==> src/pmrv_cfg.svh <==
`ifndef PMRV_CFG_SVH
`define PMRV_CFG_SVH
// ==========================================
// Register addresses (page, register)
`define PMRV_PAGE_SEL_ADDR   8'h00
`define PMRV_ROUTE_PAGE      8'h00
`define PMRV_ROUTE_ADDR      8'h3f
`define PMRV_ANA_PAGE        8'h01
`define PMRV_DACVOL_ADDR     8'h23
`define PMRV_HPL_ADDR        8'h24
`define PMRV_HPR_ADDR        8'h25
`define PMRV_SPL_ADDR        8'h26
`define PMRV_SPR_ADDR        8'h27
// ==========================================
// Field positions
`define PMRV_LROUTE_LSB      4
`define PMRV_RROUTE_LSB      2
`define PMRV_SS_LSB          0
`define PMRV_DACL_EN_BIT     6
`define PMRV_DACR_EN_BIT     2
`define PMRV_AMP_EN_BIT      7
// ==========================================
// Reset values and codes
`define PMRV_REG_RST         8'h00
`define PMRV_MUTE_CODE       7'h7f
`define PMRV_LIN_LAST        7'h23
`define PMRV_TBL_LAST        7'h74
`define PMRV_FLOOR_ATT       10'h30f
`define PMRV_SS_BYPASS       2'h3
// ==========================================
// Timing
`define PMRV_MCLK_NS         20
`define PMRV_SS_STEP_NS      20000
`define PMRV_SS_STEP_CYC     ((`PMRV_SS_STEP_NS + `PMRV_MCLK_NS - 1) / `PMRV_MCLK_NS)
`endif

==> src/pmrv_pkg.sv <==
package pmrv_pkg;
   // ==========================================
   // Types
   typedef enum logic [1:0] {
      PMRV_RT_OFF,
      PMRV_RT_STRAIGHT,
      PMRV_RT_SWAP,
      PMRV_RT_MONO
   } pmrv_route_e;

   typedef struct packed {
      logic signed [15:0] l;
      logic signed [15:0] r;
   } pmrv_smp_s;

   typedef struct packed {
      logic       amp_en;
      logic       mute;
      logic [6:0] code;
      logic [9:0] att;
   } pmrv_vol_s;
endpackage

==> src/pmrv_top.sv <==
`include "pmrv_cfg.svh"
module pmrv_top
   import pmrv_pkg::*;
(
   input  wire logic             mclk,
   input  wire logic             rstn,
   input  wire logic             reg_wr,
   input  wire logic             reg_rd,
   input  wire logic [7:0]       reg_addr,
   input  wire logic [7:0]       reg_wdata,
   output logic      [7:0]       reg_rdata_q,
   input  wire pmrv_smp_s        play_in,
   input  wire logic             play_vld,
   input  wire pmrv_smp_s        beep_in,
   output pmrv_smp_s             dac_q,
   output logic                  dac_vld_q,
   output logic                  dacl_to_vol_q,
   output logic                  dacr_to_vol_q,
   output pmrv_vol_s [3:0]       vol_q
);

   // ==========================================
   // Attenuation table, tenths of a dB
   // Codes 36 to 116 are irregular, so they are stored, not computed; higher codes take the floor value
   localparam logic [9:0] ATT_TBL [0:80] = '{
      10'd181, 10'd186, 10'd191, 10'd196, 10'd201, 10'd206, 10'd211, 10'd216, 10'd221, 10'd226,
      10'd231, 10'd236, 10'd241, 10'd246, 10'd251, 10'd256, 10'd261, 10'd266, 10'd271, 10'd276,
      10'd281, 10'd286, 10'd291, 10'd296, 10'd301, 10'd306, 10'd311, 10'd316, 10'd321, 10'd326,
      10'd331, 10'd336, 10'd341, 10'd346, 10'd352, 10'd357, 10'd362, 10'd367, 10'd372, 10'd377,
      10'd382, 10'd387, 10'd392, 10'd397, 10'd402, 10'd407, 10'd412, 10'd417, 10'd421, 10'd427,
      10'd432, 10'd438, 10'd443, 10'd448, 10'd452, 10'd458, 10'd462, 10'd467, 10'd474, 10'd479,
      10'd482, 10'd487, 10'd493, 10'd500, 10'd503, 10'd510, 10'd514, 10'd518, 10'd522, 10'd527,
      10'd537, 10'd542, 10'd553, 10'd567, 10'd583, 10'd602, 10'd627, 10'd643, 10'd662, 10'd687,
      10'd722
   };

   localparam logic [11:0] STEP_CYC = 12'(`PMRV_SS_STEP_CYC);

   // ==========================================
   // Functions

   // Register hit on the currently selected page
   function automatic logic reg_hit(input logic [7:0] page, input logic [7:0] addr,
                                    input logic [7:0] want_page, input logic [7:0] want_addr);
      reg_hit = (page == want_page) && (addr == want_addr);
   endfunction

   // Code to attenuation
   function automatic logic [9:0] att_of(input logic [6:0] code);
      logic [6:0] idx;
      idx = 7'(code - 7'(`PMRV_LIN_LAST) - 7'h01);
      if (code <= `PMRV_LIN_LAST)
         att_of = 10'(code) * 10'd5;
      else if (code > `PMRV_TBL_LAST)
         att_of = `PMRV_FLOOR_ATT;
      else
         att_of = ATT_TBL[idx];
   endfunction

   // Saturate a 17-bit sum to 16 bits
   function automatic logic signed [15:0] sat16(input logic signed [16:0] v);
      if (v > 17'sd32767)
         sat16 = 16'sh7fff;
      else if (v < -17'sd32768)
         sat16 = 16'sh8000;
      else
         sat16 = v[15:0];
   endfunction

   // First-stage mixer: select or halved sum
   function automatic logic signed [15:0] mix1(input logic [1:0] rt, input logic signed [15:0] own,
                                               input logic signed [15:0] other);
      logic signed [16:0] sum;
      sum = 17'(own) + 17'(other);
      unique case (pmrv_route_e'(rt))
         PMRV_RT_OFF:      mix1 = 16'sh0000;
         PMRV_RT_STRAIGHT: mix1 = own;
         PMRV_RT_SWAP:     mix1 = other;
         PMRV_RT_MONO:     mix1 = sum[16:1];
      endcase
   endfunction

   // ==========================================
   // Register file
   logic [7:0] page_q;
   logic [7:0] route_q;
   logic [7:0] dacvol_q;
   logic [7:0] vreg_q [4];

   wire wr_page   = reg_wr && (reg_addr == `PMRV_PAGE_SEL_ADDR);
   wire wr_route  = reg_wr && reg_hit(page_q, reg_addr, `PMRV_ROUTE_PAGE, `PMRV_ROUTE_ADDR);
   wire wr_dacvol = reg_wr && reg_hit(page_q, reg_addr, `PMRV_ANA_PAGE, `PMRV_DACVOL_ADDR);
   wire [3:0] wr_vol;
   assign wr_vol[0] = reg_wr && reg_hit(page_q, reg_addr, `PMRV_ANA_PAGE, `PMRV_HPL_ADDR);
   assign wr_vol[1] = reg_wr && reg_hit(page_q, reg_addr, `PMRV_ANA_PAGE, `PMRV_HPR_ADDR);
   assign wr_vol[2] = reg_wr && reg_hit(page_q, reg_addr, `PMRV_ANA_PAGE, `PMRV_SPL_ADDR);
   assign wr_vol[3] = reg_wr && reg_hit(page_q, reg_addr, `PMRV_ANA_PAGE, `PMRV_SPR_ADDR);

   // Page select and the routing registers
   always_ff @(posedge mclk)
   begin
      if (!rstn)
      begin
         page_q   <= `PMRV_REG_RST;
         route_q  <= `PMRV_REG_RST;
         dacvol_q <= `PMRV_REG_RST;
      end
      else
      begin
         if (wr_page)
            page_q <= reg_wdata;
         if (wr_route)
            route_q <= reg_wdata;
         if (wr_dacvol)
            dacvol_q <= reg_wdata;
      end
   end

   // Read mux: unmapped addresses read zero
   wire [7:0] rd_mux =
      (reg_addr == `PMRV_PAGE_SEL_ADDR) ? page_q :
      reg_hit(page_q, reg_addr, `PMRV_ROUTE_PAGE, `PMRV_ROUTE_ADDR) ? route_q :
      reg_hit(page_q, reg_addr, `PMRV_ANA_PAGE, `PMRV_DACVOL_ADDR) ? dacvol_q :
      reg_hit(page_q, reg_addr, `PMRV_ANA_PAGE, `PMRV_HPL_ADDR) ? vreg_q[0] :
      reg_hit(page_q, reg_addr, `PMRV_ANA_PAGE, `PMRV_HPR_ADDR) ? vreg_q[1] :
      reg_hit(page_q, reg_addr, `PMRV_ANA_PAGE, `PMRV_SPL_ADDR) ? vreg_q[2] :
      reg_hit(page_q, reg_addr, `PMRV_ANA_PAGE, `PMRV_SPR_ADDR) ? vreg_q[3] : 8'h00;

   // Read data lands one cycle after the strobe, then holds
   always_ff @(posedge mclk)
   begin
      if (!rstn)
         reg_rdata_q <= 8'h00;
      else if (reg_rd)
         reg_rdata_q <= rd_mux;
   end

   // DAC to volume-control routing switches
   always_ff @(posedge mclk)
   begin
      if (!rstn)
      begin
         dacl_to_vol_q <= 1'b0;
         dacr_to_vol_q <= 1'b0;
      end
      else
      begin
         dacl_to_vol_q <= dacvol_q[`PMRV_DACL_EN_BIT];
         dacr_to_vol_q <= dacvol_q[`PMRV_DACR_EN_BIT];
      end
   end

   // ==========================================
   // Digital mixers: two first-stage, two second-stage
   wire [1:0] rt_l = route_q[`PMRV_LROUTE_LSB +: 2];
   wire [1:0] rt_r = route_q[`PMRV_RROUTE_LSB +: 2];
   wire [1:0] ss_sel = route_q[`PMRV_SS_LSB +: 2];

   wire signed [15:0] m1_l = mix1(rt_l, play_in.l, play_in.r);
   wire signed [15:0] m1_r = mix1(rt_r, play_in.r, play_in.l);
   // Beep joins after playback scaling, so its level is independent
   wire signed [15:0] m2_l = sat16(17'(m1_l) + 17'(beep_in.l));
   wire signed [15:0] m2_r = sat16(17'(m1_r) + 17'(beep_in.r));

   // DAC input sample register, updated only on a valid sample
   always_ff @(posedge mclk)
   begin
      if (!rstn)
      begin
         dac_q     <= '0;
         dac_vld_q <= 1'b0;
      end
      else
      begin
         dac_vld_q <= play_vld;
         if (play_vld)
         begin
            dac_q.l <= m2_l;
            dac_q.r <= m2_r;
         end
      end
   end

   // ==========================================
   // Analog volume controls: 0 HP left, 1 HP right, 2 SPK left, 3 SPK right
   // No power inputs gate this logic, so it runs with ADC and DAC down
   wire [11:0] step_last = 12'(STEP_CYC * 12'(ss_sel + 2'h1) - 12'h001);

   genvar g;
   generate
      for (g = 0; g < 4; g++)
      begin : g_vol
         logic [6:0]  cur_q;
         logic [11:0] cnt_q;
         wire  [6:0]  tgt    = vreg_q[g][6:0];
         wire         bypass = (ss_sel == `PMRV_SS_BYPASS);
         wire         tick   = (cnt_q == step_last);

         // Volume register of this channel
         always_ff @(posedge mclk)
         begin
            if (!rstn)
               vreg_q[g] <= `PMRV_REG_RST;
            else if (wr_vol[g])
               vreg_q[g] <= reg_wdata;
         end

         // Soft-step: one code per step period toward the target
         always_ff @(posedge mclk)
         begin
            if (!rstn)
            begin
               cur_q <= 7'h00;
               cnt_q <= 12'h000;
            end
            else if (bypass)
            begin
               cur_q <= tgt;
               cnt_q <= 12'h000;
            end
            else if (cur_q == tgt)
               cnt_q <= 12'h000;
            else if (tick)
            begin
               cnt_q <= 12'h000;
               cur_q <= (cur_q < tgt) ? 7'(cur_q + 7'h01) : 7'(cur_q - 7'h01);
            end
            else
               cnt_q <= 12'(cnt_q + 12'h001);
         end

         // Registered view of the channel for the analog side
         always_ff @(posedge mclk)
         begin
            if (!rstn)
               vol_q[g] <= '0;
            else
            begin
               vol_q[g].amp_en <= vreg_q[g][`PMRV_AMP_EN_BIT];
               vol_q[g].mute   <= !vreg_q[g][`PMRV_AMP_EN_BIT] && (tgt == `PMRV_MUTE_CODE);
               vol_q[g].code   <= cur_q;
               vol_q[g].att    <= att_of(cur_q);
            end
         end
      end
   endgenerate

   // ==========================================
   // Assertions
   property p_swap;
      @(posedge mclk) disable iff (!rstn)
      (play_vld && rt_l == 2'h2) |=> dac_q.l == sat16(17'($past(play_in.r)) + 17'($past(beep_in.l)));
   endproperty
   a_swap: assert property (p_swap) else $error("swap routing wrong");

   property p_mono;
      @(posedge mclk) disable iff (!rstn)
      (play_vld && rt_r == 2'h3) |=> dac_q.r ==
         sat16(17'(($past(17'(play_in.l)) + $past(17'(play_in.r))) >>> 1) + 17'($past(beep_in.r)));
   endproperty
   a_mono: assert property (p_mono) else $error("mono routing wrong");

   property p_off_beep;
      @(posedge mclk) disable iff (!rstn)
      (play_vld && rt_l == 2'h0) |=> dac_q.l == $past(beep_in.l) && dac_vld_q;
   endproperty
   a_off_beep: assert property (p_off_beep) else $error("beep path wrong");

   property p_bypass;
      @(posedge mclk) disable iff (!rstn)
      (wr_vol[0] && ss_sel == 2'h3 && !wr_route) ##1 (ss_sel == 2'h3)[*2]
         |=> vol_q[0].code == $past(vreg_q[0][6:0], 2);
   endproperty
   a_bypass: assert property (p_bypass) else $error("bypass volume late");

   property p_step_one;
      @(posedge mclk) disable iff (!rstn)
      (ss_sel != 2'h3 && $past(ss_sel) != 2'h3 && $changed(vol_q[0].code)) |->
         (vol_q[0].code == 7'($past(vol_q[0].code) + 7'h01) || vol_q[0].code == 7'($past(vol_q[0].code) - 7'h01));
   endproperty
   a_step_one: assert property (p_step_one) else $error("volume jumped");

   property p_mute;
      @(posedge mclk) disable iff (!rstn)
      (vreg_q[3] == 8'h7f) |=> vol_q[3].mute && !vol_q[3].amp_en;
   endproperty
   a_mute: assert property (p_mute) else $error("mute missing");

   property p_floor;
      @(posedge mclk) disable iff (!rstn)
      (g_vol[3].cur_q >= 7'd117) |=> vol_q[3].att == 10'd783;
   endproperty
   a_floor: assert property (p_floor) else $error("floor gain wrong");

   property p_readback;
      @(posedge mclk) disable iff (!rstn)
      (reg_rd && !reg_wr && page_q == 8'h00 && reg_addr == 8'h3f) |=> reg_rdata_q == $past(route_q);
   endproperty
   a_readback: assert property (p_readback) else $error("route readback wrong");

   property p_hp_amp;
      @(posedge mclk) disable iff (!rstn)
      wr_vol[1] ##1 !wr_vol[1] |=> vol_q[1].amp_en == $past(reg_wdata[7], 2);
   endproperty
   a_hp_amp: assert property (p_hp_amp) else $error("amp enable wrong");

   property p_spk_amp;
      @(posedge mclk) disable iff (!rstn)
      wr_vol[2] ##1 !wr_vol[2] |=> vol_q[2].amp_en == $past(reg_wdata[7], 2);
   endproperty
   a_spk_amp: assert property (p_spk_amp) else $error("speaker amp enable wrong");

   property p_straight;
      @(posedge mclk) disable iff (!rstn)
      (play_vld && rt_r == 2'h1) |=> dac_q.r == sat16(17'($past(play_in.r)) + 17'($past(beep_in.r)));
   endproperty
   a_straight: assert property (p_straight) else $error("straight routing wrong");

   property p_mono_l;
      @(posedge mclk) disable iff (!rstn)
      (play_vld && rt_l == 2'h3) |=> dac_q.l ==
         sat16(17'(($past(17'(play_in.l)) + $past(17'(play_in.r))) >>> 1) + 17'($past(beep_in.l)));
   endproperty
   a_mono_l: assert property (p_mono_l) else $error("left mono routing wrong");

   // Switches lag the register by one cycle, so two after the write
   property p_dac_route;
      @(posedge mclk) disable iff (!rstn)
      wr_dacvol |=> ##1 (dacl_to_vol_q == $past(reg_wdata[6], 2) && dacr_to_vol_q == $past(reg_wdata[2], 2));
   endproperty
   a_dac_route: assert property (p_dac_route) else $error("dac routing switch wrong");

endmodule

==> config.mk <==
export PLATFORM = sky130hd
export DESIGN_NAME = pmrv_top
export DESIGN_NICKNAME = d
export VERILOG_FILES = /design/src/pmrv_pkg.sv /design/src/pmrv_top.sv
export VERILOG_INCLUDE_DIRS = /design/src /design/src/src
export SDC_FILE = /design/constraint.sdc
export NUM_CORES = 1
export LEC_CHECK = 0
export BUFFER_PORTS_ARGS = -buffer_cell sky130_fd_sc_hd__clkbuf_2
export CORE_MARGIN = 3
export CORE_UTILIZATION = 48
export DETAILED_ROUTE_END_ITERATION = 8
export PLACE_DENSITY = 0.77
export SYNTH_ARGS = -nofsm -noshare
export SYNTH_HDL_FRONTEND = slang
export SYNTH_SLANG_ARGS = --single-unit
==> constraint.sdc <==
create_clock -name mclk -period 6.4 [get_ports mclk]
set_input_delay 0.64 -clock mclk [delete_from_list [all_inputs] [get_ports mclk]]
set_output_delay 0.64 -clock mclk [all_outputs]
set_load 0.005 [all_outputs]
==> results of run 1 <==
layer usage:
metal / GRT usage [%] / share of wire (%) / vias up
li1: - / - / 8854
met1: 32.9 / 42 / 8557
met2: 40.8 / 46 / 733
met3: 4.48 / 7.9 / 133
met4: 8.58 / 3.3 / 12
met5: 0 / 0.15 / -
worst min-delay path: stages:
cell	delay, ns
clkbuf_2	0.16
nand2_1	0.09
a21oi_1	0.06
cells in the mapped netlist, types with 26 or more instances:
| master | number |
|---|---|
| a211oi_1 | 51 |
| xor2_1 | 89 |
| dfxtp_1 | 219 |
| a21oi_1 | 200 |
| nor2_1 | 222 |
| inv_1 | 89 |
| a21o_1 | 48 |
| edfxtp_1 | 32 |
| mux2_2 | 26 |
| clkbuf_1 | 125 |
| and2_1 | 61 |
| nand2_1 | 212 |
| o21ai_0 | 159 |
| ha_1 | 190 |
| nand3_1 | 63 |
| nor3_1 | 42 |
| mux2i_1 | 34 |
| a31oi_1 | 36 |
| xnor2_1 | 78 |
power by group through the flow:
stage                     sequential, W  clock [W]  combinational, W
after floorplan                 0.00168          0          0.000198
after global placement          0.00168          0          0.000308
after detailed placement        0.00168          0          0.000318
after CTS                       0.00165    0.00160          0.000321
after global routing            0.00165    0.00166          0.000359
final                           0.00165    0.00157          0.000326
worst max path at each step:
stage,slack [ns],start,end,depth (start not counted)
after global routing,0.98,play_in[2],dac_q[13],19
final,1.31,play_in[7],dac_q[13],19
after global placement,0.97,play_in[7],dac_q[13],19
after CTS,1.37,play_in[7],dac_q[13],19
after floorplan,1.37,play_in[7],dac_q[13],20
after detailed placement,0.81,play_in[7],dac_q[13],19
sequential cells by signal (all words and copies together), names as in the netlist:
register       count
dacl_to_vol_q      1
g_vol.cnt_q       48
g_vol.cur_q       28
page_q             8
dacvol_q           8
reg_rdata_q        8
vol_q             76
dac_q             32
vreg_q            32
dacr_to_vol_q      1
route_q            8
dac_vld_q          1
area by class of cell:
cell class                      count  area [µm²]
Antenna cell                        4        10.0
Clock buffer                       35         768
Clock inverter                     17         126
Fill cell                        3593       17600
Inverter                           93         350
Multi-Input combinational cell   1896       13100
Sequential cell                   251        5350
Tap cell                          518         648
Timing Repair Buffer              235        1260
stage by stage:
step           instances  util (%)  power [W]
2_1_floorplan       2382         -    0.00188
3_3_place_gp        2993      52.9    0.00199
3_5_place_dp        2993      52.9    0.00200
4_1_cts             3045      55.2    0.00358
5_1_grt             3047      55.2    0.00367
6_report            3049      55.2    0.00355
logic make-up (layout without fill, tap and decap cells):
logic type,Yosys count,in the layout,synth area share (%)
other,0,4,0
buffers and inverters,235,380,4.61
xor gates and xnor gates,168,168,7.68
muxes,67,67,4.09
adders and majority gates,228,228,14.9
and+or+nand+nor,731,731,17.6
AOI/OAI and AO/OA,702,702,23.4
DFF,251,251,27.6
==> results.py, run 1 <==
metrics = {
    "global_routing": {
        "overflow": 0,
        "grt_usage_pct": 24.8,
        "antenna_found_initial": 9,
        "grt_max_degree": 57,
        "grt_pass1_wl_um": 88100,
        "grt_pass1_vias": 17300,
    },
    "drt": {
        "drt-total-wl_um": 55100,
        "routedWlPerCell_um": 18.1,
        "ant_nets": 0,
        "via_per_inst": 6.00,
        "drc_errors": 0,
        "vias": 18300,
        "firstDrtPassIters": 6,
        "initialDrtViolationCount": 1584,
    },
    "critical_path": {
        "reg2reg_to": "g_vol[3].cur_q[1]",
        "cp_cell_sequence": "clkbuf_2, ha_1, o21a_1, o21a_1, or2_2, o2111ai_1, a21oi_1, o21a_1, o41a_1, a2111oi_1, o31a_1, ha_1, nor3_1, nor2_1, o41a_1, nand2b_1, nand2_1, maj3_2, a211oi_2",
        "cp_slowest_cell": "a2111oi_1",
        "cp-end-kind": "flip-flop",
        "rrSetupSlack_ns": 1.90,
        "rr_startpoint": "route_q[1]",
        "r2r_cells": 15,
        "crit_required_ns": 6.87,
        "worst-setup-path-type": "input pin to flip-flop",
        "crit_fanout": 12,
        "crit_buf_inv": 1,
        "start_kind": "input pin",
        "crit_family": "compound AO/OA/AOI/OAI gates",
        "cp_slowest_stage_delay_ns": 0.55,
        "crit_path_frequent_cell": "o21a_1",
        "cp_data_arrival_time_ns": 5.57,
    },
    "power": {
        "ir_drop_uv": 162,
        "pwr-share-clk_pct": 44.3,
        "intPower_w": 0.00265,
        "p_switching_w": 0.000902,
        "p_per_area_nw_per_um2": 164,
        "p_leak_nw": 9.47,
        "p_seq_share_pct": 46.5,
        "p_comb_share_pct": 9.2,
        "switching_share_pct": 25.4,
    },
    "outcome": {
        "status": "finished clean",
    },
    "logic_synthesis": {
        "synth_top_cell_area_share_pct": 22.7,
        "syn_area_um2": 19300,
        "yosysTopAreaCell": "dfxtp_1",
        "synth_nets": 2670,
        "synth.distinct_cells": 78,
        "synth.yosys.seq_area_share_pct": 27.6,
        "synth_cells": 2382,
        "synth_edf_count": 32,
        "ys_ff_latch": 251,
        "async_flop_share_pct": 0,
        "synthTopCellsByArea": "dfxtp_1, ha_1, a21oi_1, edfxtp_1, nor2_1",
        "syn_avg_cell_area_um2": 8.12,
        "ys_warn_count": 0,
        "synth_ff_type": "dfxtp_1",
    },
    "final_layout": {
        "layout-drive-gt1-share_pct": 13.5,
        "area_growth_pct": 11.8,
        "final_common_cell": "nor2_1",
        "final_area_um2": 21600,
        "final_cell_mix": "nor2_1, dfxtp_1, nand2_1",
        "nNetsFinal": 2794,
    },
    "floorplan": {
        "die_w_um": 207,
        "start_util_pct": 49.3,
        "die_h_um": 207,
        "rows": 72,
        "design.die.area_um2": 42700,
        "core_um2": 39200,
        "ios": 204,
    },
    "sta": {
        "rsz0062_at_grt": "no",
        "setup_viol": 0,
        "finClkSkew_ns": 0.0139,
        "hold_viol_final": 0,
        "setup-tns-final_ns": 0,
        "finalWorstSetupSlack_ns": 1.31,
        "slew_viol_final": 0,
        "tightest_slew_ns": 1.24,
        "whs_ns": 0.443,
        "maxSlewHeadroom_pct": 16.8,
        "min_period_over_period_pct": 79.5,
        "fin_crit_ns": 5.09,
        "fmax_mhz": 196,
    },
    "placement": {
        "place_area_um2": 20700,
        "port_buffers": 203,
        "place_ws_ns": 0.813,
        "gp_congestion": 0.917,
        "hpwl_um": 39900,
    },
    "clock_tree": {
        "cts_root_buf": "clkbuf_16",
        "htreeDepth": 1,
        "clk_pin_slew_ns": 0.06,
        "postCtsSetupBuffers": 0,
        "clk_latency_ns": 0.56,
        "ctsLongestPathBuffers": 3,
        "numCtsBuffers": 29,
        "cts_hold_buffers": 0,
        "cts.sinks": 251,
        "cts_tree": "built",
        "cts_resized": 0,
    },
    "worst_hold_path": {
        "whs_path_depth": 3,
        "hp-class": "input pin to flip-flop",
        "min_delay_worst_endpoint": "route_q[1]",
        "min-delay-start": "reg_wdata[1]",
    },
    "job": {
        "drv_cap": 0,
    },
}
No activity file was read; power rests on OpenSTA's default activity.
==> run 2, diff against run 1 <==
PLACE_DENSITY = 0.8   (was 0.77)
clock period = 4.3 ns   (was 6.4 ns; I/O delays follow)
==> run 2 against run 1 <==
  * First-iteration DRC count down 8.1%
  * Global-route usage up 1.4 points
  * Wire length up 5.0%
  * Sequential power up 49%
  * Clock skew up 0.012 ns
  * Clock power up 64%
  * Combinational power up 69%
  * Worst setup slack worse by 1.1 ns
  * Die area unchanged
  * Sequential cell count unchanged
  * Total power up 57%
  * Critical path type unchanged
==> results.py, run 2 (synthesis gave the netlist of run 1 again) <==
metrics = {
    "critical_path": {
        "cp_data_arrival_time_ns": 4.64,
        "cp_cell_sequence": "clkbuf_2, inv_1, fa_1, nor2b_1, o21ai_0, a21boi_1, buf_4, o2111ai_1, a21oi_1, nor2b_1, mux2_2, a22o_1, ha_1, a21oi_1, nor2_1, a311o_1, a221oi_4, buf_4, buf_4, nor2_1, a311oi_2, a211o_1",
        "rrSetupSlack_ns": 0.24,
        "crit_buf_inv": 5,
        "crit_required_ns": 4.84,
        "cp-end-kind": "flip-flop",
        "start_kind": "input pin",
        "cp_slowest_stage_delay_ns": 0.45,
        "crit_family": "compound AO/OA/AOI/OAI gates",
        "crit_fanout": 7,
        "worst-setup-path-type": "input pin to flip-flop",
        "cp_slowest_cell": "fa_1",
        "crit_path_frequent_cell": "buf_4",
    },
    "drt": {
        "routedWlPerCell_um": 18.3,
        "drc_errors": 0,
        "ant_nets": 0,
        "vias": 19000,
        "via_per_inst": 6.00,
        "initialDrtViolationCount": 1456,
        "firstDrtPassIters": 8,
        "drt-total-wl_um": 57900,
    },
    "floorplan": {
        "rows": 72,
        "ios": 204,
        "die_h_um": 207,
        "design.die.area_um2": 42700,
        "die_w_um": 207,
        "core_um2": 39200,
        "start_util_pct": 49.3,
    },
    "sta": {
        "rsz0062_at_grt": "yes",
        "fmax_mhz": 243,
        "min_period_over_period_pct": 95.5,
        "maxSlewHeadroom_pct": 19.9,
        "hold_viol_final": 0,
        "tightest_slew_ns": 1.19,
        "finalWorstSetupSlack_ns": 0.193,
        "slew_viol_final": 0,
        "fin_crit_ns": 4.11,
        "setup_viol": 0,
        "finClkSkew_ns": 0.0263,
    },
    "global_routing": {
        "antenna_found_initial": 8,
        "overflow": 0,
        "grt_usage_pct": 26.2,
        "grt_pass1_vias": 18200,
        "grt_max_degree": 71,
        "grt_pass1_wl_um": 92600,
    },
    "clock_tree": {
        "cts_hold_buffers": 0,
        "cts.sinks": 251,
        "cts_root_buf": "clkbuf_16",
        "cts_tree": "built",
        "clk_latency_ns": 0.59,
        "htreeDepth": 1,
        "numCtsBuffers": 28,
        "ctsLongestPathBuffers": 3,
        "clk_pin_slew_ns": 0.07,
    },
    "power": {
        "p_per_area_nw_per_um2": 246,
        "total_power_w": 0.00558,
        "p_leak_nw": 10.1,
        "ir_drop_uv": 254,
    },
    "final_layout": {
        "area_growth_pct": 17.5,
        "largest_reg_flops": 76,
        "reg_top3": "vol_q x76, g_vol.cnt_q x48",
        "final_common_cell": "nor2_1",
        "layout-drive-gt1-share_pct": 18.1,
        "nNetsFinal": 2910,
        "final_cell_mix": "nor2_1, dfxtp_1, nand2_1",
        "regMostFlops": "vol_q",
    },
    "placement": {
        "port_buffers": 203,
        "gp_congestion": 0.928,
        "hpwl_um": 42600,
        "place_ws_ns": -0.351,
    },
    "worst_hold_path": {
        "hp-class": "input pin to flip-flop",
    },
    "job": {
        "drv_cap": 0,
    },
    "outcome": {
        "status": "finished clean",
    },
}
run 2: layout make-up:
type / count / area, µm²
timing repair buffer: 352 / 2150
clock buffer: 38 / 818
antenna: 1 / 2.50
multi-input combinational: 1896 / 13200
sequential: 251 / 5350
clock inverter: 13 / 181
fill: 3410 / 16500
tap: 518 / 648
inverter: 93 / 352
run 2: what timing repair did:
action                     4_1_cts  5_1_grt
buffers inserted                 0        1
resized for setup                0        9
setup endpoints to repair        0       27
run 2: worst reg2reg max path: stages (launching register included):
cell and delay (ns):
dfxtp_1 0.33, buf_4 0.25, ha_1 0.21, inv_1 0.06, nor2_1 0.14, ha_1 0.25, inv_1 0.11, fa_1 0.51
o41ai_1 0.47, o31ai_2 0.20, xor2_1 0.20, nor4_1 0.38, nand2_1 0.29, mux2_2 0.34, nor2_1 0.09, a211oi_1 0.06
run 2: metal layers:
metal  vias up  wire, µm  global-route usage (%)  part of all wire [%]
li1       9095         -                       -                     -
met1      8857     23900                    34.0                    41
met2       841     26700                    43.4                    46
met3       164      5280                    5.65                   9.1
met4        12      1930                    8.99                   3.3
met5         -        80                       0                  0.14
run 2: report_power, final:
group          leakage (nW)  internal (W)  switching [W]  total [W]
Clock                 0.484       0.00152        0.00105    0.00257
Combinational          7.53      0.000237       0.000314   0.000551
Sequential             2.11       0.00242      0.0000416    0.00246
Total                  10.1       0.00418        0.00140    0.00558
run 2: worst paths after layout:
kind / from / depth (start not counted) / endpoint
setup / recovery: play_in[1] / 22 / dac_q[4]
hold / removal: reg_wdata[0] / 3 / dacvol_q[0]
setup reg to reg: route_q[0] / 15 / g_vol[0].cur_q[3]
hold reg to reg: g_vol[0].cnt_q[0] / 1 / g_vol[0].cnt_q[0]
run 2: per-stage QoR:
step | TNS [ns] | instance area, µm² | hold WS [ns] | cells | utilization (%)
finish | 0 | 22700 | 0.186 | 3162 | 58.0
global placement | -3.77 | 21700 | 0.422 | 3109 | 55.3
global route | -0.0354 | 22700 | 0.189 | 3161 | 58.0
CTS | 0 | 22700 | 0.180 | 3160 | 57.8
detailed placement | -8.20 | 21700 | 0.436 | 3109 | 55.3
floorplan | -0.00197 | 19400 | 0.413 | 2382 | -
==> run 3, diff against run 2 <==
CORE_UTILIZATION = 45   (was 48)
PLACE_DENSITY = 0.76   (was 0.8)
RECOVER_POWER = 100   (was default)
clock period = 3.5 ns   (was 4.3 ns; I/O delays follow)
==> run 3 against run 2 <==
  * The run now ends with max-capacitance violations, max-slew violations, negative setup slack left
  * Core utilization rose by 1.8 points
  * Via count rose by 5.6%
  * Worst setup slack worse by 0.47 ns
  * Wire length grew 10%
  * Clock power is 27% higher
  * Critical path depth down 1
  * Final cell count is 6.3% higher
  * Sequential cell count is the same
  * Combinational power grew 48%
  * Clock skew is 0.017 ns lower
  * Global-route usage shrank 0.15 points
==> results.py, run 3 (synthesis gave the netlist of run 1 again) <==
metrics = {
    "critical_path": {
        "crit_required_ns": 4.02,
        "cp-end-kind": "flip-flop",
        "r2r_cells": 18,
        "cp_data_arrival_time_ns": 4.29,
        "start_kind": "input pin",
        "cp_slowest_stage_delay_ns": 0.34,
        "cp_cell_sequence": "clkbuf_2, ha_4, o21a_1, o21a_1, or2_4, o2111ai_2, buf_4, nand3_1, nor2b_1, mux2_2, a22o_1, ha_4, a21oi_2, nor2_1, a311o_1, a221oi_4, buf_6, xnor2_4, buf_4, maj3_2, a21oi_2",
        "crit_fanout": 5,
        "worst-setup-path-type": "input pin to flip-flop",
        "cp_slowest_cell": "a221oi_4",
    },
    "power": {
        "ir_drop_uv": 365,
        "total_power_w": 0.00709,
        "p_leak_nw": 10.9,
        "p_per_area_nw_per_um2": 281,
    },
    "worst_hold_path": {
        "hp-class": "input pin to flip-flop",
        "whs_path_depth": 3,
    },
    "floorplan": {
        "die_h_um": 213,
        "ios": 204,
        "core_um2": 42200,
        "design.die.area_um2": 45500,
        "rows": 75,
        "die_w_um": 213,
        "start_util_pct": 45.8,
    },
    "final_layout": {
        "fill_cells": 3636,
        "reg_top3": "vol_q x76, g_vol.cnt_q x48",
        "regMostFlops": "vol_q",
        "final_cell_mix": "buf_4, dfxtp_1, nor2_1",
        "final_common_cell": "buf_4",
        "nNetsFinal": 3085,
        "layout-drive-gt1-share_pct": 25.7,
        "area_growth_pct": 30.5,
        "largest_reg_flops": 76,
    },
    "sta": {
        "fin_crit_ns": 3.77,
        "finalWorstSetupSlack_ns": -0.274,
        "setup-tns-final_ns": -8.54,
        "min_period_over_period_pct": 108,
        "finClkSkew_ns": 0.00969,
        "tightest_slew_ns": 1.52,
        "hold_viol_final": 0,
        "slew_viol_final": 11,
        "rsz0062_at_grt": "yes",
        "setup_viol": 52,
        "fmax_mhz": 265,
        "maxSlewHeadroom_pct": -2.05,
    },
    "placement": {
        "hpwl_um": 45100,
        "port_buffers": 203,
        "gp_congestion": 0.936,
    },
    "global_routing": {
        "overflow": 0,
        "grt_usage_pct": 26.1,
        "grt_pass1_vias": 19100,
        "grt_pass1_wl_um": 97700,
        "antenna_found_initial": 11,
        "grt_max_degree": 52,
    },
    "drt": {
        "routedWlPerCell_um": 19.0,
        "firstDrtPassIters": 5,
        "ant_nets": 0,
        "initialDrtViolationCount": 1672,
        "drc_errors": 0,
        "drt-total-wl_um": 63700,
        "vias": 20000,
        "via_per_inst": 5.96,
    },
    "clock_tree": {
        "cts_root_buf": "clkbuf_16",
        "numCtsBuffers": 29,
        "cts.sinks": 251,
        "clk_latency_ns": 0.59,
        "htreeDepth": 1,
        "cts_tree": "built",
        "ctsLongestPathBuffers": 3,
        "cts_hold_buffers": 0,
        "clk_pin_slew_ns": 0.06,
    },
    "outcome": {
        "violations": "max-capacitance violations, max-slew violations, negative setup slack",
        "status": "finished with violations",
    },
    "job": {
        "drv_cap": 1,
    },
}
==> run 3: final timing paths <==
check / start / endpoint / slack [ns]
worst max-delay path: play_in[7] / dac_q[2] / -0.27
worst min-delay path: reg_wdata[1] / dacvol_q[1] / 0.14
worst max register to register: route_q[1] / g_vol[0].cur_q[3] / -0.20
worst min register to register: g_vol[1].cnt_q[0] / g_vol[1].cnt_q[0] / 0.46
==> run 3: power breakdown <==
group / internal [W] / leakage (nW) / switching, W
Combinational: 0.000363 / 8.27 / 0.000452
Sequential: 0.00297 / 2.11 / 0.0000469
Clock: 0.00196 / 0.498 / 0.00130
==> run 3: what timing repair did <==
action,CTS,global route
setup endpoints to repair,67,65
hold endpoints to repair,0,0
resized for setup,88,134
pin swaps,54,100
gates cloned,3,2
setup buffers,28,28
==> run 3: final cells by class <==
class,count,area (µm²),share of cell area (%)
antenna,3,7.51,0.0298
clock buffer,40,828,3.28
clock inverter,14,200,0.794
inverter,93,372,1.47
multi-input combinational,1897,14400,57.0
sequential,251,5350,21.2
tap,539,674,2.67
timing repair buffer,525,3410,13.5
==> run 3: routing by layer <==
metal | track usage, % | wire, µm | up-vias | share of wire, %
met5 | 0 | 91 | - | 0.14
met4 | 8.11 | 2050 | 16 | 3.2
met3 | 4.54 | 5090 | 164 | 8.0
met2 | 44.3 | 30400 | 826 | 48
met1 | 33.8 | 26200 | 9560 | 41
li1 | - | - | 9458 | -
==> run 3: critical path, delay by kind of cell <==
kind                     cells  cell delay (ns)
AO/OA/AOI/OAI                8             1.68
multiplexers                 1             0.27
adder cells (fa/ha/maj)      3             0.78
AND/OR/NAND/NOR              4             0.52
XOR/XNOR                     1             0.09
buffers and inverters        4             0.59
==> run 3: metrics by stage <==
stage               worst slack [ns]  util [%]  hold slack (ns)  area, µm²  instances
floorplan                     -0.546         -            0.413      19800       2382
global placement              -0.893      54.3            0.430      22900       3245
detailed placement            -0.995      54.3            0.442      22900       3245
CTS                           -0.200      58.4            0.106      24600       3330
global route                  -0.400      59.7            0.128      25200       3361
finish                        -0.274      59.7            0.141      25200       3362
